## config.mk

```make
export PLATFORM = sky130hd
export DESIGN_NAME = fsps_sequencer
export DESIGN_NICKNAME = d
export VERILOG_FILES = /design/src/core/fsps_pkg.sv /design/src/core/fsps_page_buf.sv /design/src/core/fsps_sequencer.sv
export VERILOG_INCLUDE_DIRS = /design/src /design/src/core
export SDC_FILE = /design/constraint.sdc
export NUM_CORES = 1
export LEC_CHECK = 0
export BUFFER_PORTS_ARGS = -buffer_cell sky130_fd_sc_hd__buf_2
export CAP_MARGIN = 15
export CORE_ASPECT_RATIO = 1.75
export CORE_MARGIN = 4
export CORE_UTILIZATION = 55
export CTS_BUF_LIST = sky130_fd_sc_hd__clkbuf_8
export DETAILED_ROUTE_END_ITERATION = 8
export PLACE_DENSITY = 0.72
export SLEW_MARGIN = 20
export SYNTH_ARGS = -nofsm -noshare
export SYNTH_HDL_FRONTEND = slang
export SYNTH_SLANG_ARGS = --single-unit
```

## constraint.sdc

```tcl
create_clock -name sys_clk -period 4.2 [get_ports sys_clk]
set_clock_uncertainty 0.1 [all_clocks]
set_input_delay 0.21 -clock sys_clk [delete_from_list [all_inputs] [get_ports sys_clk]]
set_output_delay 0.21 -clock sys_clk [all_outputs]
set_load 0.005 [all_outputs]
```

## src/core/fsps_cfg.svh

```systemverilog
`ifndef FSPS_CFG_SVH
`define FSPS_CFG_SVH

// ==========================================================
// Register byte offsets
`define FSPS_OFS_CTL 8'h00
`define FSPS_OFS_PTR 8'h04
`define FSPS_OFS_DATA 8'h08
`define FSPS_OFS_OP 8'h0c
`define FSPS_OFS_LOAD 8'h10

// ==========================================================
// Control and status bit positions
`define FSPS_B_ARM 0
`define FSPS_B_ERS 1
`define FSPS_B_WRT 2
`define FSPS_B_LCK 3
`define FSPS_B_REEN 4
`define FSPS_B_BUSY 6
`define FSPS_B_IE 7

// Operation register bits
`define FSPS_OP_STORE 0
`define FSPS_OP_LOAD 1

// Command patterns on control bits 4..0, bit 7 ignored
`define FSPS_CMD_ERASE 5'h03
`define FSPS_CMD_FILL 5'h01
`define FSPS_CMD_WRITE 5'h05
`define FSPS_CMD_LOCK 5'h09
`define FSPS_CMD_REEN 5'h11

// Fuse and lock readback pointer values
`define FSPS_Z_FUSE_LO 16'h0000
`define FSPS_Z_LOCK 16'h0001
`define FSPS_Z_FUSE_EXT 16'h0002
`define FSPS_Z_FUSE_HI 16'h0003

// ==========================================================
// Reset values and timing
`define FSPS_LOCK_RST 6'h3f
`define FSPS_APP_VECTOR 15'h0000
`define FSPS_STORE_WIN 3'h4
`define FSPS_LOAD_WIN 3'h3
`define FSPS_CLK_PERIOD_NS 5
`define FSPS_PROG_MIN_NS 3700000
`define FSPS_TMR_W 20

`endif

```

## src/core/fsps_pkg.sv

```systemverilog
`default_nettype none

package fsps_pkg;

    // Sequencer states
    typedef enum logic [1:0] {
        FSPS_IDLE,
        FSPS_STREAM,
        FSPS_WAIT
    } fsps_state_t;

    // Kind of programming operation in flight
    typedef enum logic [1:0] {
        FSPS_K_ERASE,
        FSPS_K_WRITE,
        FSPS_K_LOCK
    } fsps_kind_t;

endpackage

`default_nettype wire

```

## src/core/fsps_page_buf.sv

```systemverilog
`timescale 1ns/100ps
`default_nettype none

module fsps_page_buf #(
    parameter int WIDTH = 16,
    parameter int ABITS = 6
) (
    input wire logic sys_clk,
    input wire logic rst,
    input wire logic we,
    input wire logic [ABITS-1:0] waddr,
    input wire logic [WIDTH-1:0] wdata,
    input wire logic [ABITS-1:0] raddr,
    output logic [WIDTH-1:0] rdata
);

    typedef struct packed {
        logic [(1<<ABITS)-1:0][WIDTH-1:0] mem;
        logic [WIDTH-1:0] q;
    } fsps_buf_t;

    fsps_buf_t st_r;
    fsps_buf_t st_nxt;

    // ======================================================
    // Write port and registered read
    always_comb begin
        st_nxt = st_r;
        if (we) begin
            st_nxt.mem[waddr] = wdata;
        end
        st_nxt.q = st_r.mem[raddr];
    end

    always_ff @(posedge sys_clk) begin
        if (rst) begin
            st_r.q <= '0;
        end else begin
            st_r <= st_nxt;
        end
    end

    assign rdata = st_r.q;

endmodule // fsps_page_buf

`default_nettype wire

```

## src/core/fsps_sequencer.sv

```systemverilog
//
// Notes on behaviour
// - Boot vector fuse at 0 selects boot start vector, else address zero.
// - Fuses are inputs only; software can never alter them.
// - Pointer high bits pick the page, low bits the word in page.
// - Target page is latched when an operation starts.
// - Erase pattern plus store within four cycles erases the pointer page.
// - Fill pattern plus store puts data word into buffer slot.
// - Buffer clears after page write, on re-enable, and on reset.
// - An EEPROM write during page loading discards the loaded buffer.
// - Write pattern plus store programs buffer into the pointer page.
// - Protected page work halts the CPU; concurrent page work does not.
// - Erase or write blocks concurrent reads and sets the busy flag.
// - Interrupt holds high while enabled and arm bit is clear.
// - Lock pattern programs lock bits whose data bit is zero.
// - Lock programming leaves the whole flash readable.
// - EEPROM write blocks programming and fuse or lock readback.
// - Pointer 1 with lock access armed makes a load return lock bits.
// - Lock access and arm clear on readback or window expiry.
// - Pointer 0 returns fuse low byte, pointer 3 fuse high byte.
// - Loads use the pointer as byte address, bit 0 picks the byte.
// - Pointer 2 returns the extended fuse byte, low three bits.
// - Programmed fuse and lock bits read zero, unprogrammed read one.
//
`timescale 1ns/100ps
`default_nettype none
`include "fsps_cfg.svh"

module fsps_sequencer #(
    parameter int WORD_BITS = 6,
    parameter int PAGE_BITS = 8,
    parameter logic [PAGE_BITS-1:0] PROT_PAGE = 8'he0,
    parameter logic [14:0] BOOT_VECTOR = 15'h3800,
    parameter int PROG_CYCLES =
        (`FSPS_PROG_MIN_NS + `FSPS_CLK_PERIOD_NS - 1) / `FSPS_CLK_PERIOD_NS
) (
    input wire logic sys_clk,
    input wire logic rst,
    input wire logic hsel,
    input wire logic [31:0] haddr,
    input wire logic [1:0] htrans,
    input wire logic hwrite,
    input wire logic [2:0] hsize,
    input wire logic [31:0] hwdata,
    input wire logic hready,
    output logic hreadyout,
    output logic [31:0] hrdata,
    output logic hresp,
    input wire logic boot_vector_fuse,
    input wire logic [7:0] fuse_low_byte,
    input wire logic [7:0] fuse_high_byte,
    input wire logic [2:0] fuse_extended_byte,
    input wire logic eeprom_write_active,
    input wire logic [15:0] flash_rd_word,
    output logic [14:0] flash_rd_addr,
    output logic [14:0] reset_vector,
    output logic flash_erase,
    output logic flash_write,
    output logic [PAGE_BITS-1:0] flash_page,
    output logic flash_wr_en,
    output logic [WORD_BITS-1:0] flash_wr_word,
    output logic [15:0] flash_wr_data,
    output logic cpu_halt,
    output logic section_read_block,
    output logic selfprog_irq
);

    localparam int NW = 1 << WORD_BITS;
    localparam int TW = `FSPS_TMR_W;

    typedef struct packed {
        logic [7:0] ctl;
        logic [2:0] win;
        logic [15:0] z;
        logic [15:0] dat;
        logic [7:0] load;
        logic [5:0] lock;
        logic [NW-1:0] valid;
        fsps_pkg::fsps_state_t st;
        fsps_pkg::fsps_kind_t kind;
        logic [PAGE_BITS-1:0] pg;
        logic [WORD_BITS-1:0] idx;
        logic [TW-1:0] tmr;
        logic ap_valid;
        logic ap_wr;
        logic [7:0] ap_addr;
        logic [31:0] hrdata;
        logic [14:0] rd_addr;
        logic [14:0] rst_vec;
        logic vec_done;
        logic fl_erase;
        logic fl_write;
        logic fl_wen;
        logic [WORD_BITS-1:0] fl_word;
        logic halt;
        logic irq;
        logic ee_prev;
    } fsps_state_reg_t;

    fsps_state_reg_t s_r;
    fsps_state_reg_t s_nxt;

    logic buf_we;
    logic [WORD_BITS-1:0] buf_raddr;

    // ======================================================
    // Helpers
    function automatic logic in_concurrent(
        input logic [PAGE_BITS-1:0] page
    );
        in_concurrent = page < PROT_PAGE;
    endfunction

    function automatic logic [PAGE_BITS-1:0] page_of(input logic [15:0] z);
        page_of = z[WORD_BITS+PAGE_BITS:WORD_BITS+1];
    endfunction

    // ======================================================
    // Temporary page buffer
    fsps_page_buf #(
        .WIDTH(16),
        .ABITS(WORD_BITS)
    ) u_buf (
        .sys_clk(sys_clk),
        .rst(rst),
        .we(buf_we),
        .waddr(s_r.z[WORD_BITS:1]),
        .wdata(s_r.dat),
        .raddr(buf_raddr),
        .rdata(flash_wr_data)
    );

    // ======================================================
    // Next state
    always_comb begin
        logic wr_dp;
        logic [4:0] cmd;
        logic armed;
        logic ee;
        logic [PAGE_BITS-1:0] zp;
        s_nxt = s_r;
        wr_dp = s_r.ap_valid && s_r.ap_wr;
        cmd = s_r.ctl[4:0];
        armed = s_r.ctl[`FSPS_B_ARM];
        ee = eeprom_write_active;
        zp = page_of(s_r.z);
        buf_we = 1'b0;
        buf_raddr = s_r.idx;
        s_nxt.fl_wen = 1'b0;
        s_nxt.ee_prev = ee;

        // Reset vector caught once after reset release
        if (!s_r.vec_done) begin
            s_nxt.vec_done = 1'b1;
            s_nxt.rst_vec = boot_vector_fuse ? `FSPS_APP_VECTOR
                                             : BOOT_VECTOR;
        end

        // Arm window counter, saturating
        if (s_r.win != 3'h7) begin
            s_nxt.win = s_r.win + 3'h1;
        end

        // Auto-clear of arm and select bits when windows lapse
        if (s_r.st == fsps_pkg::FSPS_IDLE && armed
            && s_r.win >= `FSPS_STORE_WIN) begin
            s_nxt.ctl[4:0] = 5'h00;
        end

        // Bus address phase: capture and prepare read data
        s_nxt.ap_valid = hsel && htrans[1] && hready;
        s_nxt.ap_wr = hwrite;
        s_nxt.ap_addr = haddr[7:0];
        unique case (haddr[7:0])
            `FSPS_OFS_CTL: s_nxt.hrdata = {24'h0, s_r.ctl};
            `FSPS_OFS_PTR: s_nxt.hrdata = {16'h0, s_r.z};
            `FSPS_OFS_DATA: s_nxt.hrdata = {16'h0, s_r.dat};
            `FSPS_OFS_LOAD: s_nxt.hrdata = {24'h0, s_r.load};
            default: s_nxt.hrdata = 32'h0;
        endcase

        // Bus data phase writes
        if (wr_dp) begin
            unique case (s_r.ap_addr)
                `FSPS_OFS_CTL: begin
                    // Writes refused while an operation is in flight (not idle) or EEPROM is writing
                    if (s_r.st == fsps_pkg::FSPS_IDLE && !ee) begin
                        s_nxt.ctl[4:0] = hwdata[4:0];
                        s_nxt.ctl[`FSPS_B_IE] = hwdata[`FSPS_B_IE];
                        s_nxt.win = 3'h0;
                    end
                end
                `FSPS_OFS_PTR: s_nxt.z = hwdata[15:0];
                `FSPS_OFS_DATA: s_nxt.dat = hwdata[15:0];
                `FSPS_OFS_OP: begin
                    if (hwdata[`FSPS_OP_STORE] && armed && !ee
                        && s_r.st == fsps_pkg::FSPS_IDLE
                        && s_r.win < `FSPS_STORE_WIN) begin
                        s_nxt.ctl[4:0] = 5'h00;
                        s_nxt.pg = zp;
                        s_nxt.idx = '0;
                        s_nxt.tmr = TW'(PROG_CYCLES - 1);
                        unique case (cmd)
                            `FSPS_CMD_ERASE: begin
                                s_nxt.ctl[`FSPS_B_ARM] = 1'b1;
                                s_nxt.kind = fsps_pkg::FSPS_K_ERASE;
                                s_nxt.st = fsps_pkg::FSPS_WAIT;
                                s_nxt.fl_erase = 1'b1;
                                s_nxt.ctl[`FSPS_B_BUSY] = 1'b1;
                                s_nxt.halt = !in_concurrent(zp);
                            end
                            `FSPS_CMD_WRITE: begin
                                s_nxt.ctl[`FSPS_B_ARM] = 1'b1;
                                s_nxt.kind = fsps_pkg::FSPS_K_WRITE;
                                s_nxt.st = fsps_pkg::FSPS_STREAM;
                                s_nxt.fl_write = 1'b1;
                                s_nxt.ctl[`FSPS_B_BUSY] = 1'b1;
                                s_nxt.halt = !in_concurrent(zp);
                            end
                            `FSPS_CMD_LOCK: begin
                                // No busy flag: flash stays readable
                                s_nxt.ctl[`FSPS_B_ARM] = 1'b1;
                                s_nxt.kind = fsps_pkg::FSPS_K_LOCK;
                                s_nxt.st = fsps_pkg::FSPS_WAIT;
                            end
                            `FSPS_CMD_FILL: begin
                                buf_we = 1'b1;
                                s_nxt.valid[s_r.z[WORD_BITS:1]] = 1'b1;
                            end
                            `FSPS_CMD_REEN: begin
                                s_nxt.ctl[`FSPS_B_BUSY] = 1'b0;
                                s_nxt.valid = '0;
                            end
                            default: begin
                            end
                        endcase
                    end else if (hwdata[`FSPS_OP_LOAD]) begin
                        if (armed && s_r.ctl[`FSPS_B_LCK]
                            && s_r.win < `FSPS_LOAD_WIN) begin
                            // Fuse and lock readback; fuses are only read
                            if (!ee) begin
                                unique case (s_r.z)
                                    `FSPS_Z_LOCK:
                                        s_nxt.load = {2'b11, s_r.lock};
                                    `FSPS_Z_FUSE_LO:
                                        s_nxt.load = fuse_low_byte;
                                    `FSPS_Z_FUSE_HI:
                                        s_nxt.load = fuse_high_byte;
                                    `FSPS_Z_FUSE_EXT:
                                        s_nxt.load = {5'h1f,
                                                      fuse_extended_byte};
                                    default: s_nxt.load = 8'hff;
                                endcase
                            end
                            s_nxt.ctl[4:0] = 5'h00;
                        end else if (s_r.ctl[`FSPS_B_BUSY]
                                     && in_concurrent(zp)) begin
                            s_nxt.load = 8'hff;
                        end else begin
                            s_nxt.load = s_r.z[0] ? flash_rd_word[15:8]
                                                  : flash_rd_word[7:0];
                        end
                    end
                end
                default: begin
                end
            endcase
        end

        // Read address follows the pointer as a word address
        s_nxt.rd_addr = s_nxt.z[15:1];

        // EEPROM write start during loading drops the buffer
        if (ee && !s_r.ee_prev && s_r.st == fsps_pkg::FSPS_IDLE) begin
            s_nxt.valid = '0;
        end

        // Programming sequence
        unique case (s_r.st)
            fsps_pkg::FSPS_IDLE: begin
            end
            fsps_pkg::FSPS_STREAM: begin
                // Hand each loaded buffer word to the array; unloaded ones are skipped
                s_nxt.fl_wen = s_r.valid[s_r.idx];
                s_nxt.fl_word = s_r.idx;
                s_nxt.idx = s_r.idx + 1'b1;
                if (s_r.idx == WORD_BITS'(NW - 1)) begin
                    s_nxt.st = fsps_pkg::FSPS_WAIT;
                end
            end
            fsps_pkg::FSPS_WAIT: begin
                s_nxt.tmr = s_r.tmr - 1'b1;
                if (s_r.tmr == '0) begin
                    s_nxt.st = fsps_pkg::FSPS_IDLE;
                    s_nxt.ctl[`FSPS_B_ARM] = 1'b0;
                    s_nxt.fl_erase = 1'b0;
                    s_nxt.fl_write = 1'b0;
                    s_nxt.halt = 1'b0;
                    if (s_r.kind == fsps_pkg::FSPS_K_WRITE) begin
                        s_nxt.valid = '0;
                    end
                    if (s_r.kind == fsps_pkg::FSPS_K_LOCK) begin
                        s_nxt.lock = s_r.lock & s_r.dat[5:0];
                    end
                end
            end
        endcase

        // Completion interrupt level
        s_nxt.irq = s_nxt.ctl[`FSPS_B_IE]
                    && !s_nxt.ctl[`FSPS_B_ARM];
    end

    // ======================================================
    // State register
    always_ff @(posedge sys_clk) begin
        if (rst) begin
            s_r <= '0;
            s_r.lock <= `FSPS_LOCK_RST;
            s_r.st <= fsps_pkg::FSPS_IDLE;
            s_r.kind <= fsps_pkg::FSPS_K_ERASE;
            s_r.rst_vec <= `FSPS_APP_VECTOR;
        end else begin
            s_r <= s_nxt;
        end
    end

    // ======================================================
    // Outputs from registers; bus ready and response tied constant
    assign hreadyout = 1'b1;
    assign hresp = 1'b0;
    assign hrdata = s_r.hrdata;
    assign flash_rd_addr = s_r.rd_addr;
    assign reset_vector = s_r.rst_vec;
    assign flash_erase = s_r.fl_erase;
    assign flash_write = s_r.fl_write;
    assign flash_page = s_r.pg;
    assign flash_wr_en = s_r.fl_wen;
    assign flash_wr_word = s_r.fl_word;
    assign cpu_halt = s_r.halt;
    assign section_read_block = s_r.ctl[`FSPS_B_BUSY];
    assign selfprog_irq = s_r.irq;

endmodule // fsps_sequencer

`default_nettype wire

```

==> out/summary.txt <==
Asr flop ratio synth: 0%
CTS tree: built
Clock latency on the worst-skew pair: 0.80 ns
Setup TNS: 0 ns
Internal power: 17500 uW
Placed cell count: 3979
CTS buffer count: 165
Avg Cell Area, Syn: 17.9 um^2
Cell breakdown of the critical path: or4_1 > nor4_4 > a21oi_1 > dlygate4sd3_1 > a221o_1 > dlygate4sd3_1 > a21oi_1
Peak fanout along the critical path: 14
Area Overhead vs Synth: 12.0%
Die width: 234 um
Clock power share: 39.4%
Nets: 3149
Largest net degree at the start of global routing: 69
Final setup violation count: 0
Antenna Nets Post-Route: 0
RR Startpoint: s_r[221]
# DRC: 0
Gate Count Post-Synth: 2739
Antenna violations before repair: 1
Vias in the first global route: 27500
First-pass GRT wire length: 175 mm
Most instantiated library cell after synthesis: edfxtp_1
Final core occ: 62.3%
Multi-input logic area: 0.0127 mm^2
GRT overflow: 0
Comb pwr share: 0.9%
Routability cong.: 0.900
Post-CTS setup repair buffer count: 0
Worst vdd ir: 312 uV
Initial core utilization: 55.6%
Outcome: finished clean
CP arrival: 4.23 ns
Hold Startpoint: hwdata[11]
Core ar.: 0.0883 mm^2
Final min period: 3.61 ns
Slowest CP cell: or4_1
Seq cells post-synth: 1238
Fraction of power spent switching nets: 20.4%
Sequential cell area fraction in the yosys report: 71.3%
Vias per inst: 6.17
Worst-path clk slew: 0.06 ns
Main synth FF type: edfxtp_1
Total Die Area: 0.0943 mm^2
Fillers: 6162
Crit path from: s_r[221]
Initial drt markers: 2910
Sequential Area: 0.0351 mm^2
Yosys Warn Count: 0
Final Hold Viols: 0
Post-Syn Area: 0.0491 mm^2
Slew HR: 27.8%
Tot GR Track Use: 25.2%
Pre-antenna DRT Iters: 5
Top post-synthesis cells by area: edfxtp_1 63%, mux4_2 13%, dfxtp_1 8.7%
CTS max path bufs: 3
DR WL/cell: 27.3 um
Synth cell count leaders: 1024 x edfxtp_1, 275 x mux4_2, 214 x dfxtp_1
CTS root buf: clkbuf_8
Overall Power: 22000 uW
# IOs: 211
Yosys cell types: 72
Post-detail-place hpwl: 73.6 mm
Net Sw Power: 4470 uW
Final Non-Filler Cells: 4335
RSZ-0062 raised after global routing: false
Crit path kind: reg2reg
Clk sinks: 1238
# resized after CTS: 0
CP required: 4.83 ns
Via count: 26700
CP max stage delay: 0.71 ns
WL final: 118 mm
Max Clk Rate: 277 MHz
Cell accounting for the most synthesized area: edfxtp_1
Slew @ Worst Pin: 1.08 ns
Max Cap Viol: 0
Top-area cell type share of the netlist area: 62.6%
Depth of the CTS H-tree: 4
PwrDens: 400 mW/mm^2
Final period util: 85.9%
Die Height: 403 um
Layout cells sized above 1: 27.1%
Setup crit end kind: flip-flop
Hold crit path type: in2reg
Row cnt: 144
CP Launch Type: flip-flop
Sequential share of power: 59.7%
Port bufs: 136
EDFF count, synth: 1024
Slew Limit Fails: 0
Static leakage: 0.0188 uW
-- cell families (layout without fill, tap and decap cells) --
group / count (synthesis) / in the layout / synth area share (%)
simple gates: 467 / 467 / 4.73
fa+ha+maj: 6 / 6 / 0.153
xor+xnor: 7 / 7 / 0.125
flops: 1238 / 1238 / 71.3
other cells: 2 / 31 / 0.0153
compound gates: 274 / 274 / 3.77
buf+inv: 261 / 660 / 2.95
mux: 484 / 484 / 16.9
-- final cells by class --
type | instances | share of cell area (%)
well taps | 1168 | 2.66
inverters | 17 | 0.116
diodes | 1 | 0.00455
multi-input cells | 1268 | 23.2
flip-flops and latches | 1238 | 63.8
clock inverters | 122 | 1.26
clock buffers | 179 | 4.48
repair buffers | 342 | 4.53
-- layer usage --
metal / track usage (%) / part of all wire (%) / up-vias
li1: - / - / 11400
met2: 42.1 / 51 / 1290
met5: 0 / 0 / -
met3: 3.52 / 6.8 / 289
met1: 32.7 / 37 / 13700
met4: 12.5 / 5.4 / 0
-- worst max-delay path: cells and delay by family (launching register included) --
kind | cells | cell delay (ns)
simple gates | 2 | 1.16
buf+inv | 2 | 1.14
compound gates | 3 | 0.62
flops | 1 | 0.51
-- sequential cells by signal (all words and copies together), names as in the netlist, 6 cells and up --
| signal | count |
|---|---|
| buf_raddr | 6 |
| flash_wr_word | 6 |
| hrdata | 16 |
| s_r | 155 |
| flash_page | 8 |
| u_buf.rdata | 16 |
| u_buf.st_r | 1024 |
-- worst paths after layout --
check	to	slack, ns	cells after the start
worst max-delay path	s_r[199]	0.59	7
worst min-delay path	s_r[212]	0.12	4
worst max register to register	s_r[199]	0.59	7
worst min register to register	flash_page[4]	0.35	2
-- stage by stage --
stage	instance area [um^2]	setup WS, ns	hold WS, ns
2_1_floorplan	49200	1.30	0.238
3_3_place_gp	51300	1.16	0.335
3_5_place_dp	51300	1.10	0.346
4_1_cts	55000	0.577	0.0482
5_1_grt	55000	0.451	0.0932
6_report	55000	0.591	0.121
-- power groups by stage --
| stage | Sequential, uW | Combinational [uW] | Clock [uW] |
|---|---|---|---|
| floorplan | 13400 | 109 | 0 |
| global placement | 13400 | 153 | 0 |
| detailed placement | 13400 | 156 | 0 |
| CTS | 13100 | 191 | 8830 |
| global route | 13100 | 209 | 9360 |
| finish | 13100 | 195 | 8660 |
-- cell usage in the layout (no fill, tap or decap), types with 25 or more instances in the layout --
cell type / count
clkbuf_8: 179
edfxtp_1: 1024
inv_1: 66
dlygate4sd3_1: 54
nor2_1: 207
buf_2: 135
dfxtp_1: 194
mux4_2: 275
a22oi_1: 42
nand2_1: 96
buf_4: 143
clkinv_1: 36
nor3_1: 25
conb_1: 30
mux2i_1: 186
a21oi_1: 99
-- what timing repair did --
item	in CTS	in global routing
endpoints found under the hold margin	88	0
hold buffers	54	0
setup endpoints to repair	0	0
Note: power is estimated with default switching activity, not from simulation.
